**config.mk**
```make
export PLATFORM = sky130hd
export DESIGN_NAME = bcdra_top
export DESIGN_NICKNAME = d
export VERILOG_FILES = /design/src/hw/bcdra_pkg.sv /design/src/hw/bcdra_root_if.sv /design/src/hw/bcdra_root.sv /design/src/hw/bcdra_top.sv
export SDC_FILE = /design/constraint.sdc
export NUM_CORES = 1
export LEC_CHECK = 0
export BUFFER_PORTS_ARGS = -buffer_cell sky130_fd_sc_hd__buf_2
export CORE_MARGIN = 2
export CORE_UTILIZATION = 44
export CTS_CLUSTER_SIZE = 10
export DETAILED_ROUTE_END_ITERATION = 10
export HOLD_SLACK_MARGIN = 0.05
export PLACE_DENSITY = 0.61
export RECOVER_POWER = 25
export SYNTH_ARGS = -nofsm -noshare
export SYNTH_HDL_FRONTEND = slang
export SYNTH_SLANG_ARGS = --single-unit
export TNS_END_PERCENT = 100
```
**constraint.sdc**
```tcl
create_clock -name MCLK_I -period 4.5 [get_ports MCLK_I]
set_input_delay 0.675 -clock MCLK_I [delete_from_list [all_inputs] [get_ports MCLK_I]]
set_output_delay 0.675 -clock MCLK_I [all_outputs]
set_load 0.005 [all_outputs]
```
**src/hw/bcdra_pkg.sv**
```systemverilog
// Package with constants and types for the BCD root and binary add datapath.
// What this block does
// RULE1: With execution condition low, no result word or flag changes.
// RULE2: Square root takes eight BCD digits from two words, writes BCD root.
// RULE3: The root is truncated to its integer part, never rounded.
// RULE4: Fault flag rises on non-BCD radicand or bad indirect data memory reference.
// RULE5: Zero flag is set when the written result equals zero.
// RULE6: Binary add sums both operand words plus the carry flag into the result.
// RULE7: Binary add sets carry when the full sum exceeds ffff.
// RULE8: Carry lives in a fixed special relay status bit readable after the add.
// RULE9: Set-carry and clear-carry operations force the carry flag.
// RULE10: Binary add treats operands as unsigned hexadecimal, not BCD.
// RULE11: Sources from any area; results only to io, aux, data, holding, link.
// RULE12: Binary add clears carry otherwise and writes only the low 16 bits.
// RULE13: Higher source word gives the four high radicand digits, lower the low.
`default_nettype none
package bcdra_pkg;
   localparam int          WORD_W        = 16;
   localparam int          ADDR_W        = 4;
   localparam logic [3:0]  ADR_CMD       = 4'h0;
   localparam logic [3:0]  ADR_OPA       = 4'h1;
   localparam logic [3:0]  ADR_OPB       = 4'h2;
   localparam logic [3:0]  ADR_RAD_LO    = 4'h3;
   localparam logic [3:0]  ADR_RAD_HI    = 4'h4;
   localparam logic [3:0]  ADR_IND       = 4'h5;
   localparam logic [3:0]  ADR_RESULT    = 4'h6;
   localparam logic [3:0]  ADR_FLAGS     = 4'h7;
   localparam logic [3:0]  ADR_INT_STAT  = 4'h8;
   localparam logic [3:0]  ADR_INT_MASK  = 4'h9;
   localparam int          CMD_OP_LSB    = 0;
   localparam int          CMD_EXEC_BIT  = 3;
   localparam int          CMD_DST_LSB   = 4;
   localparam int          CMD_IND_BIT   = 7;
   localparam int          FLG_BUSY_BIT  = 0;
   localparam int          FLG_FAULT_BIT = 3;
   localparam int          FLG_CARRY_BIT = 4;
   localparam int          FLG_ZERO_BIT  = 6;
   localparam int          INT_W         = 3;
   localparam int          INT_DONE_BIT  = 0;
   localparam int          INT_FAULT_BIT = 1;
   localparam int          INT_CARRY_BIT = 2;
   localparam logic [15:0] RST_WORD      = 16'h0000;
   localparam logic [2:0]  RST_INT       = 3'h0;
   // Top of the indirectly addressable data memory; set it to suit the memory fitted.
   localparam logic [15:0] DM_LAST       = 16'h3999;
   localparam logic [16:0] ADD_MAX       = 17'h0ffff;
   localparam int          ROOT_CONV_CYC = 8;
   localparam int          ROOT_ITER_CYC = 14;
   localparam int          ROOT_DABB_CYC = 14;
   localparam int          ROOT_LAT      = ROOT_CONV_CYC + ROOT_ITER_CYC + ROOT_DABB_CYC + 1;

   typedef enum logic [2:0] {
      OP_NOP  = 3'h0,
      OP_ADD  = 3'h1,
      OP_ROOT = 3'h2,
      OP_SETC = 3'h3,
      OP_CLRC = 3'h4
   } bcdra_op_e;

   typedef enum logic [2:0] {
      AREA_IO      = 3'h0,
      AREA_SPECIAL = 3'h1,
      AREA_AUX     = 3'h2,
      AREA_DATA    = 3'h3,
      AREA_HOLD    = 3'h4,
      AREA_TIMER   = 3'h5,
      AREA_LINK    = 3'h6,
      AREA_CONST   = 3'h7
   } bcdra_area_e;
endpackage
`default_nettype wire

```
**src/hw/bcdra_root_if.sv**
```systemverilog
// Interface between the datapath control and the square root engine.
`timescale 1ns/1ps
`default_nettype none
interface bcdra_root_if;
   logic        start;
   logic [31:0] radicand;
   logic        done;
   logic [15:0] root_bcd;
   modport ctrl (output start, output radicand, input done, input root_bcd);
   modport eng (input start, input radicand, output done, output root_bcd);
endinterface
`default_nettype wire

```
**src/hw/bcdra_root.sv**
```systemverilog
// Sequential BCD square root engine: BCD to binary, bit-pair root, double dabble.
`timescale 1ns/1ps
`default_nettype none
module bcdra_root
   import bcdra_pkg::*;
(
   input wire logic     clk_i,
   input wire logic     rst_n_i,
   input wire logic     ce_i,
   bcdra_root_if.eng    rif
);
   typedef enum logic [2:0] {
      ST_IDLE = 3'b000,
      ST_CONV = 3'b001,
      ST_ITER = 3'b011,
      ST_DABB = 3'b010,
      ST_DONE = 3'b110
   } bcdra_st_e;

   bcdra_st_e   state_r;
   logic [31:0] digits_r;
   logic [27:0] bin_r;
   logic [17:0] rem_r;
   logic [13:0] root_r;
   logic [13:0] root_bin_r;
   logic [15:0] bcd_r;
   logic [3:0]  cnt_r;
   logic [17:0] rem_sh;
   logic [17:0] trial;
   logic [15:0] adj;

   // Bit pairs of the binary radicand are taken from the top, one per step.
   assign rem_sh = {rem_r[15:0], 2'(bin_r >> (5'h1a - {cnt_r, 1'b0}))};
   assign trial  = {2'b00, root_r, 2'b01};

   genvar g;
   generate
      for (g = 0; g < 4; g++) begin : g_dig
         assign adj[4*g +: 4] = (bcd_r[4*g +: 4] >= 4'h5) ? bcd_r[4*g +: 4] + 4'h3
                                                          : bcd_r[4*g +: 4];
      end
   endgenerate

   always_ff @(posedge clk_i or negedge rst_n_i) begin
      if (!rst_n_i) begin
         state_r <= ST_IDLE;
         cnt_r   <= 4'h0;
      end else if (ce_i) begin
         case (state_r)
            ST_IDLE: if (rif.start) begin
               state_r <= ST_CONV;
               cnt_r   <= 4'h0;
            end
            ST_CONV: begin
               cnt_r <= (cnt_r == 4'(ROOT_CONV_CYC - 1)) ? 4'h0 : cnt_r + 4'h1;
               if (cnt_r == 4'(ROOT_CONV_CYC - 1)) state_r <= ST_ITER;
            end
            ST_ITER: begin
               cnt_r <= (cnt_r == 4'(ROOT_ITER_CYC - 1)) ? 4'h0 : cnt_r + 4'h1;
               if (cnt_r == 4'(ROOT_ITER_CYC - 1)) state_r <= ST_DABB;
            end
            ST_DABB: begin
               cnt_r <= cnt_r + 4'h1;
               if (cnt_r == 4'(ROOT_DABB_CYC - 1)) state_r <= ST_DONE;
            end
            ST_DONE: state_r <= ST_IDLE;
            default: state_r <= ST_IDLE;
         endcase
      end
   end

   always_ff @(posedge clk_i or negedge rst_n_i) begin
      if (!rst_n_i) begin
         digits_r   <= 32'h0;
         bin_r      <= 28'h0;
         rem_r      <= 18'h0;
         root_r     <= 14'h0;
         root_bin_r <= 14'h0;
         bcd_r      <= RST_WORD;
      end else if (ce_i) begin
         if (state_r == ST_IDLE && rif.start) begin
            digits_r <= rif.radicand;
            bin_r    <= 28'h0;
            rem_r    <= 18'h0;
            root_r   <= 14'h0;
            bcd_r    <= RST_WORD;
         end else if (state_r == ST_CONV) begin
            // Most significant digit first, so the high source word leads. (see RULE13)
            bin_r    <= 28'(bin_r * 28'ha) + 28'(digits_r[31:28]);
            digits_r <= {digits_r[27:0], 4'h0};
         end else if (state_r == ST_ITER) begin
            // Remainder is dropped, which truncates the root. (see RULE3)
            if (rem_sh >= trial) begin
               rem_r  <= rem_sh - trial;
               root_r <= {root_r[12:0], 1'b1};
            end else begin
               rem_r  <= rem_sh;
               root_r <= {root_r[12:0], 1'b0};
            end
         end else if (state_r == ST_DABB) begin
            if (cnt_r == 4'h0) root_bin_r <= root_r;
            bcd_r  <= {adj[14:0], root_r[13]};
            root_r <= {root_r[12:0], 1'b0};
         end
      end
   end

   assign rif.done     = (state_r == ST_DONE);
   assign rif.root_bcd = bcd_r;
endmodule // bcdra_root
`default_nettype wire

```
**src/hw/bcdra_top.sv**
```systemverilog
// Top of the BCD square root and binary add datapath with its register port.
//
// Our own choices: the address-and-strobe port and the register addresses.
`timescale 1ns/1ps
`default_nettype none
module bcdra_top
   import bcdra_pkg::*;
(
   input  wire logic              MCLK_I,
   input  wire logic              RESETN_I,
   input  wire logic              CE_I,
   input  wire logic [ADDR_W-1:0] ADDR_I,
   input  wire logic [WORD_W-1:0] WDATA_I,
   input  wire logic              WR_I,
   input  wire logic              RD_I,
   output logic      [WORD_W-1:0] RDATA_O,
   output logic                   IRQ_O,
   output logic                   CARRY_FLAG_O,
   output logic                   FAULT_FLAG_O,
   output logic                   ZERO_FLAG_O
);
   bcdra_root_if rif ();

   logic [15:0]      cmd_r;
   logic [15:0]      opa_r;
   logic [15:0]      opb_r;
   logic [15:0]      rad_lo_r;
   logic [15:0]      rad_hi_r;
   logic [15:0]      ind_ptr_r;
   logic [15:0]      result_r;
   logic             carry_r;
   logic             fault_r;
   logic             zero_r;
   logic             busy_r;
   logic [INT_W-1:0] int_stat_r;
   logic [INT_W-1:0] int_stat_nxt;
   logic [INT_W-1:0] int_mask_r;
   logic [INT_W-1:0] int_ev;
   logic [15:0]      rdata_r;
   logic [15:0]      rdata_nxt;
   logic [15:0]      flags_word;

   logic             wr;
   logic             rd;
   logic             cmd_wr;
   logic             exec;
   logic             go;
   logic             arith;
   logic             ind_bad;
   logic             dst_bad;
   logic             rad_bad;
   logic             fault_now;
   logic             add_go;
   logic             root_go;
   logic             root_done;
   logic             setc_go;
   logic             clrc_go;
   logic [16:0]      sum;
   bcdra_op_e        op;
   bcdra_area_e      dst;

   function automatic logic is_bcd(input logic [15:0] w);
      logic ok;
      ok = 1'b1;
      for (int i = 0; i < 4; i++) begin
         if (w[4*i +: 4] > 4'h9) ok = 1'b0;
      end
      return ok;
   endfunction

   // Command decode. The clock enable gates every strobe, so a frozen block
   // ignores the port as well as holding its state.
   assign wr     = WR_I && CE_I;
   assign rd     = RD_I && CE_I;
   assign cmd_wr = wr && (ADDR_I == ADR_CMD);
   assign exec   = WDATA_I[CMD_EXEC_BIT];
   assign op     = bcdra_op_e'(WDATA_I[CMD_OP_LSB +: 3]);
   assign dst    = bcdra_area_e'(WDATA_I[CMD_DST_LSB +: 3]);
   // A command is refused while a root is running; nothing is queued.
   assign go     = cmd_wr && exec && !busy_r; // see RULE1
   assign arith  = (op == OP_ADD) || (op == OP_ROOT);

   // An indirect operand must point at a BCD address inside the data memory.
   assign ind_bad = WDATA_I[CMD_IND_BIT] &&
                    (!is_bcd(ind_ptr_r) || (ind_ptr_r > DM_LAST)); // see RULE4
   // Sources may come from any area; results only to writable word areas.
   assign dst_bad = !((dst == AREA_IO) || (dst == AREA_AUX) || (dst == AREA_DATA) ||
                      (dst == AREA_HOLD) || (dst == AREA_LINK)); // see RULE11
   assign rad_bad = !is_bcd(rad_hi_r) || !is_bcd(rad_lo_r); // see RULE4

   assign fault_now = go && arith && (ind_bad || dst_bad || ((op == OP_ROOT) && rad_bad));
   assign add_go    = go && (op == OP_ADD) && !fault_now;
   assign root_go   = go && (op == OP_ROOT) && !fault_now;
   assign setc_go   = go && (op == OP_SETC);
   assign clrc_go   = go && (op == OP_CLRC);
   assign root_done = rif.done && CE_I;

   // Unsigned seventeen bit sum including the incoming carry. (see RULE6) (see RULE10)
   assign sum = {1'b0, opa_r} + {1'b0, opb_r} + {16'h0000, carry_r};

   // Radicand digits: high word first. (see RULE13)
   assign rif.start    = root_go; // see RULE2
   assign rif.radicand = {rad_hi_r, rad_lo_r};

   bcdra_root u_root (
      .clk_i   (MCLK_I),
      .rst_n_i (RESETN_I),
      .ce_i    (CE_I),
      .rif     (rif.eng)
   );

   always_ff @(posedge MCLK_I or negedge RESETN_I) begin
      if (!RESETN_I) begin
         cmd_r     <= RST_WORD;
         opa_r     <= RST_WORD;
         opb_r     <= RST_WORD;
         rad_lo_r  <= RST_WORD;
         rad_hi_r  <= RST_WORD;
         ind_ptr_r <= RST_WORD;
      end else if (wr) begin
         case (ADDR_I)
            ADR_CMD:    cmd_r     <= WDATA_I;
            ADR_OPA:    opa_r     <= WDATA_I;
            ADR_OPB:    opb_r     <= WDATA_I;
            ADR_RAD_LO: rad_lo_r  <= WDATA_I;
            ADR_RAD_HI: rad_hi_r  <= WDATA_I;
            ADR_IND:    ind_ptr_r <= WDATA_I;
            default:    cmd_r     <= cmd_r;
         endcase
      end
   end

   always_ff @(posedge MCLK_I or negedge RESETN_I) begin
      if (!RESETN_I) begin
         int_mask_r <= RST_INT;
      end else if (wr && (ADDR_I == ADR_INT_MASK)) begin
         int_mask_r <= WDATA_I[INT_W-1:0];
      end
   end

   // Result word: only low sixteen bits of the sum; faults write nothing.
   always_ff @(posedge MCLK_I or negedge RESETN_I) begin
      if (!RESETN_I) begin
         result_r <= RST_WORD;
      end else if (CE_I) begin
         if (add_go) begin
            result_r <= sum[15:0]; // see RULE12
         end else if (root_done) begin
            result_r <= rif.root_bcd; // see RULE2
         end
      end
   end

   // Carry is touched only by add, set-carry and clear-carry.
   always_ff @(posedge MCLK_I or negedge RESETN_I) begin
      if (!RESETN_I) begin
         carry_r <= 1'b0;
      end else if (CE_I) begin
         if (add_go) begin
            carry_r <= (sum > ADD_MAX); // see RULE7
         end else if (setc_go) begin
            carry_r <= 1'b1; // see RULE9
         end else if (clrc_go) begin
            carry_r <= 1'b0; // see RULE9
         end
      end
   end

   always_ff @(posedge MCLK_I or negedge RESETN_I) begin
      if (!RESETN_I) begin
         zero_r <= 1'b0;
      end else if (CE_I) begin
         if (add_go) begin
            zero_r <= (sum[15:0] == 16'h0000); // see RULE5
         end else if (root_done) begin
            zero_r <= (rif.root_bcd == 16'h0000); // see RULE5
         end
      end
   end

   // Each executed arithmetic operation leaves the fault flag at its own verdict.
   always_ff @(posedge MCLK_I or negedge RESETN_I) begin
      if (!RESETN_I) begin
         fault_r <= 1'b0;
      end else if (CE_I) begin
         if (fault_now) begin
            fault_r <= 1'b1; // see RULE4
         end else if (add_go || root_done) begin
            fault_r <= 1'b0;
         end
      end
   end

   always_ff @(posedge MCLK_I or negedge RESETN_I) begin
      if (!RESETN_I) begin
         busy_r <= 1'b0;
      end else if (CE_I) begin
         if (root_go) begin
            busy_r <= 1'b1;
         end else if (root_done) begin
            busy_r <= 1'b0;
         end
      end
   end

   // Interrupt status: sticky, cleared by writing one, a new event wins.
   always_comb begin
      int_ev                = '0;
      int_ev[INT_DONE_BIT]  = add_go || root_done || fault_now || setc_go || clrc_go;
      int_ev[INT_FAULT_BIT] = fault_now;
      int_ev[INT_CARRY_BIT] = add_go && sum[16];
      int_stat_nxt          = int_stat_r;
      if (wr && (ADDR_I == ADR_INT_STAT)) int_stat_nxt = int_stat_nxt & ~WDATA_I[INT_W-1:0];
      int_stat_nxt          = int_stat_nxt | int_ev;
   end

   always_ff @(posedge MCLK_I or negedge RESETN_I) begin
      if (!RESETN_I) begin
         int_stat_r <= RST_INT;
      end else if (CE_I) begin
         int_stat_r <= int_stat_nxt;
      end
   end

   // Carry sits at a fixed bit of the status word. (see RULE8)
   always_comb begin
      flags_word                = '0;
      flags_word[FLG_BUSY_BIT]  = busy_r;
      flags_word[FLG_FAULT_BIT] = fault_r;
      flags_word[FLG_CARRY_BIT] = carry_r;
      flags_word[FLG_ZERO_BIT]  = zero_r;
   end

   always_comb begin
      rdata_nxt = 16'h0000;
      if (rd) begin
         case (ADDR_I)
            ADR_CMD:      rdata_nxt = cmd_r;
            ADR_OPA:      rdata_nxt = opa_r;
            ADR_OPB:      rdata_nxt = opb_r;
            ADR_RAD_LO:   rdata_nxt = rad_lo_r;
            ADR_RAD_HI:   rdata_nxt = rad_hi_r;
            ADR_IND:      rdata_nxt = ind_ptr_r;
            ADR_RESULT:   rdata_nxt = result_r;
            ADR_FLAGS:    rdata_nxt = flags_word;
            ADR_INT_STAT: rdata_nxt = {13'h0000, int_stat_r};
            ADR_INT_MASK: rdata_nxt = {13'h0000, int_mask_r};
            default:      rdata_nxt = 16'h0000;
         endcase
      end
   end

   // Read data stand for exactly one cycle; zero otherwise keeps the bus quiet.
   always_ff @(posedge MCLK_I or negedge RESETN_I) begin
      if (!RESETN_I) begin
         rdata_r <= RST_WORD;
      end else if (CE_I) begin
         rdata_r <= rdata_nxt;
      end
   end

   assign RDATA_O      = rdata_r;
   assign IRQ_O        = |(int_stat_r & int_mask_r);
   assign CARRY_FLAG_O = carry_r;
   assign FAULT_FLAG_O = fault_r;
   assign ZERO_FLAG_O  = zero_r;
endmodule // bcdra_top
`default_nettype wire

```
==> flow_summary.json <==
{
  "fin_crit_sh_pct": 92.21,
  "fp.dieH_um": 192.3,
  "syn_avg_cell_area_sq_um": 9.523,
  "synth_top_cell_by_area": "dfrtp_1",
  "rrSetupSlack_ns": 0.35,
  "synth_cells": 1639,
  "vias": 12513,
  "required_ns": 4.99,
  "cts_made_buffers": 30,
  "syn_to_final_growth_pct": 10.38,
  "p_sw_share_pct": 27.82,
  "grt_pass1_vias": 12349,
  "p_seq_share_pct": 47.5,
  "arrival_ns": 4.64,
  "finalCriticalPeriod_ns": 4.150,
  "path_class": "reg -> reg",
  "r2r_start": "u_root.bin_r[1]",
  "yosysTopAreaCellShare_pct": 40.24,
  "comb_power_share_pct": 14.1,
  "ys_types": 92,
  "clock.fmax_ghz": 0.2410,
  "status": "finished, violations left",
  "holdPathStages": 2,
  "ctsRootBufferMaster": "clkbuf_16",
  "synthMuxAreaShare_pct": 10.43,
  "antenna_found_initial": 2,
  "critPathBufInv": 0,
  "die_area_sq_mm": 0.03700,
  "finalHoldViolCount": 0,
  "cp-startpoint": "u_root.bin_r[1]",
  "io_buffers": 44,
  "powerDensity_mw_per_mm2": 325.4,
  "cp.depth": 12,
  "pwr-share-clk_pct": 38.4,
  "cts_buffer_depth": 3,
  "cts_tree": "done",
  "synth_xor_area_share_pct": 3.808,
  "synth_compound_area_share_pct": 17.86,
  "async_reset_ff_share_pct": 100.0,
  "synth_top_family_by_area": "compound AO/OA/AOI/OAI gates",
  "rsz0062_at_grt": "false",
  "io_pins": 45,
  "tns_ns": 0,
  "crit_top_cell": "ha_1",
  "cts_sinks": 251,
  "drc_errors": 0,
  "synth_area_sq_mm": 0.01561,
  "hp-class": "in -> reg",
  "crit_path_end_kind": "flop",
  "clock_skew_ns": 0.01057,
  "setup_viol": 0,
  "ctsHoldBuffers": 0,
  "drtIter0Drc": 991,
  "coreArea_sq_mm": 0.03471,
  "syn_nets": 1764,
  "worstPathCellList": "ha_1 -> ha_1 -> fa_1 -> a21oi_2 -> o211ai_2 -> a2111oi_4 -> o31ai_2 -> xor2_1 -> nand3b_1 -> or4b_4 -> or4b_1 -> nand3_1",
  "die_x_um": 192.3,
  "power.total_mw": 5.607,
  "yosysWarnings": 0,
  "drt_first_pass_iters": 7,
  "nNetsFinal": 1795,
  "cts_max_level": 1,
  "slowest_delay_ns": 0.56,
  "path_clk_slew_ns": 0.06,
  "cap_violations": 1,
  "yosys.area_share.simple_pct": 15.89,
  "max-slew-margin-rel_pct": -116.5,
  "post_drt_wl_per_cell_um": 19.93,
  "yosysSeqAreaShare_pct": 40.24,
  "overflow": 0,
  "violations": "capacitance limit, slew limit",
  "p_sw_mw": 1.560,
  "p_int_mw": 4.047,
  "rows": 68,
  "grt_max_degree": 122,
  "fillers": 3200,
  "vias_per_cell": 5.858,
  "grt_usage_pct": 23.48,
  "cp_top_family": "simple AND/OR/NAND/NOR gates",
  "min_from": "WDATA_I[14]",
  "reg2reg_depth": 12,
  "max-vdd-ir-drop_v": 0.0003208,
  "clk_latency_ns": 0.56,
  "postRouteAntennaNets": 0,
  "final_util_pct": 49.63,
  "cts_setup_buffers": 0,
  "grt_pass1_wl_um": 68770,
  "drv_slew": 121,
  "synth_edf_count": 0,
  "wl_um": 42570,
  "synthTopCellsByArea": "dfrtp_1 40%, mux2_2 7.7%, ha_1 7.7%",
  "p_leak_nw": 7.828,
  "critPathLaunchType": "flop",
  "initial_core_util_pct": 44.96,
  "worst_pin_slew_ns": 3.247,
  "crit_fanout": 5,
  "gp_congestion": 0.8871,
  "slowest_stage": "or4b_4",
  "cts_resized": 0,
  "synth_flop_cell": "dfrtp_1",
  "synth_seq_cells": 251,
  "drive_gt1_share_pct": 15.83,
  "synth-adder-area-share_pct": 8.208,
  "hpwlAfterDp_um": 31090
}
cell usage after synthesis, types with 9 or more instances:
cell	instances
a22oi_1	25
mux2_2	107
a21oi_1	72
nor3_1	33
nor2_1	115
nand4_1	11
nand3_1	53
nand2_1	195
clkbuf_1	59
nand2b_1	19
and3_1	11
xor2_1	23
dfrtp_1	251
o31ai_1	36
a21o_1	20
o22ai_1	17
a211oi_1	10
nor2b_1	19
mux2i_1	22
a31oi_1	37
xnor2_1	43
o21ai_0	106
o21a_1	9
inv_1	66
mux4_2	9
nor4_1	9
buf_2	10
a222oi_1	10
ha_1	96
sequential cells by signal, summed over array words and instances, names as in the netlist:
| register | count |
|---|---|
| u_root.state_r | 3 |
| rad_lo_r | 16 |
| int_mask_r | 3 |
| cmd_r | 16 |
| ZERO_FLAG_O | 1 |
| CARRY_FLAG_O | 1 |
| u_root.rem_r | 16 |
| u_root.root_r | 14 |
| u_root.rif.root_bcd | 16 |
| result_r | 16 |
| int_stat_r | 3 |
| rad_hi_r | 16 |
| u_root.cnt_r | 4 |
| u_root.digits_r | 32 |
| opa_r | 16 |
| u_root.bin_r | 28 |
| RDATA_O | 16 |
| opb_r | 16 |
| busy_r | 1 |
| ind_ptr_r | 16 |
| FAULT_FLAG_O | 1 |
metrics by stage:
stage	instance area, sq um	hold WS, ns	worst slack, ns	cells
3_3_place_gp	16400	0.4595	0.3038	2093
5_1_grt	17230	0.4310	0.05396	2136
2_1_floorplan	15610	0.3794	0.5470	1639
3_5_place_dp	16400	0.4655	0.2609	2093
6_report	17230	0.4382	0.3505	2136
4_1_cts	17230	0.2713	0.2714	2135
logic make-up after synthesis:
kind of cell | Yosys count
muxes | 138
and+or+nand+nor | 519
adders and majority gates | 100
DFF | 251
AOI/OAI and AO/OA | 421
xor gates and xnor gates | 67
buffers and inverters | 143
worst register-to-register path, cell delays in order (launching register included):
cell and delay [ns]:
dfrtp_1 0.44, ha_1 0.33, ha_1 0.25, fa_1 0.47, a21oi_2 0.19, o211ai_2 0.18, a2111oi_4 0.53, o31ai_2 0.14
xor2_1 0.22, nand3b_1 0.18, or4b_4 0.56, or4b_1 0.50, nand3_1 0.08
power groups by stage:
| stage | sequential (mW) | combinational (mW) | clock [mW] |
|---|---|---|---|
| floorplan | 2.60 | 0.562 | 0 |
| global placement | 2.69 | 0.771 | 0 |
| detailed placement | 2.69 | 0.786 | 0 |
| CTS | 2.66 | 0.792 | 2.20 |
| global route | 2.68 | 0.876 | 2.28 |
| finish | 2.66 | 0.791 | 2.15 |
final cells by class:
class / count / area, sq um / share of cell area, %
diodes: 1 / 2.502 / 0.01452
clock buffers: 38 / 800.8 / 4.648
clock inverters: 4 / 31.28 / 0.1816
inverters: 66 / 247.7 / 1.438
multi-input cells: 1245 / 8811 / 51.14
flip-flops and latches: 251 / 6281 / 36.46
well taps: 455 / 569.3 / 3.304
repair buffers: 76 / 485.5 / 2.818
layout by cell type, fill, tap and decap left out, types with 17 or more instances in the layout:
cell,n
inv_1,66
clkbuf_16,30
ha_1,96
buf_2,43
a21oi_1,72
buf_4,30
dfrtp_1,251
nand2_1,195
xor2_1,23
nand3_1,52
o22ai_1,17
o31ai_1,36
nand2b_1,19
o21ai_0,106
a21o_1,20
nor2b_1,19
mux2i_1,22
a31oi_1,37
a22oi_1,25
nor2_1,115
mux2_2,107
xnor2_1,43
nor3_1,29
path summary, 6_finish.rpt:
| path | end |
|---|---|
| max in group asynchronous | ind_ptr_r[13] |
| min | rad_hi_r[14] |
| max | u_root.bin_r[27] |
| min reg2reg | u_root.root_r[4] |
| min in group asynchronous | u_root.rem_r[10] |
| max reg2reg | u_root.bin_r[27] |
metal layers:
metal	vias up	wire, um	track usage [%]
met5	-	9	0
met3	69	2288	3.655
li1	6027	-	-
met2	303	19270	37.05
met1	6112	19760	33.29
met4	2	1238	7.105
Power figures use the tool's default switching activity.
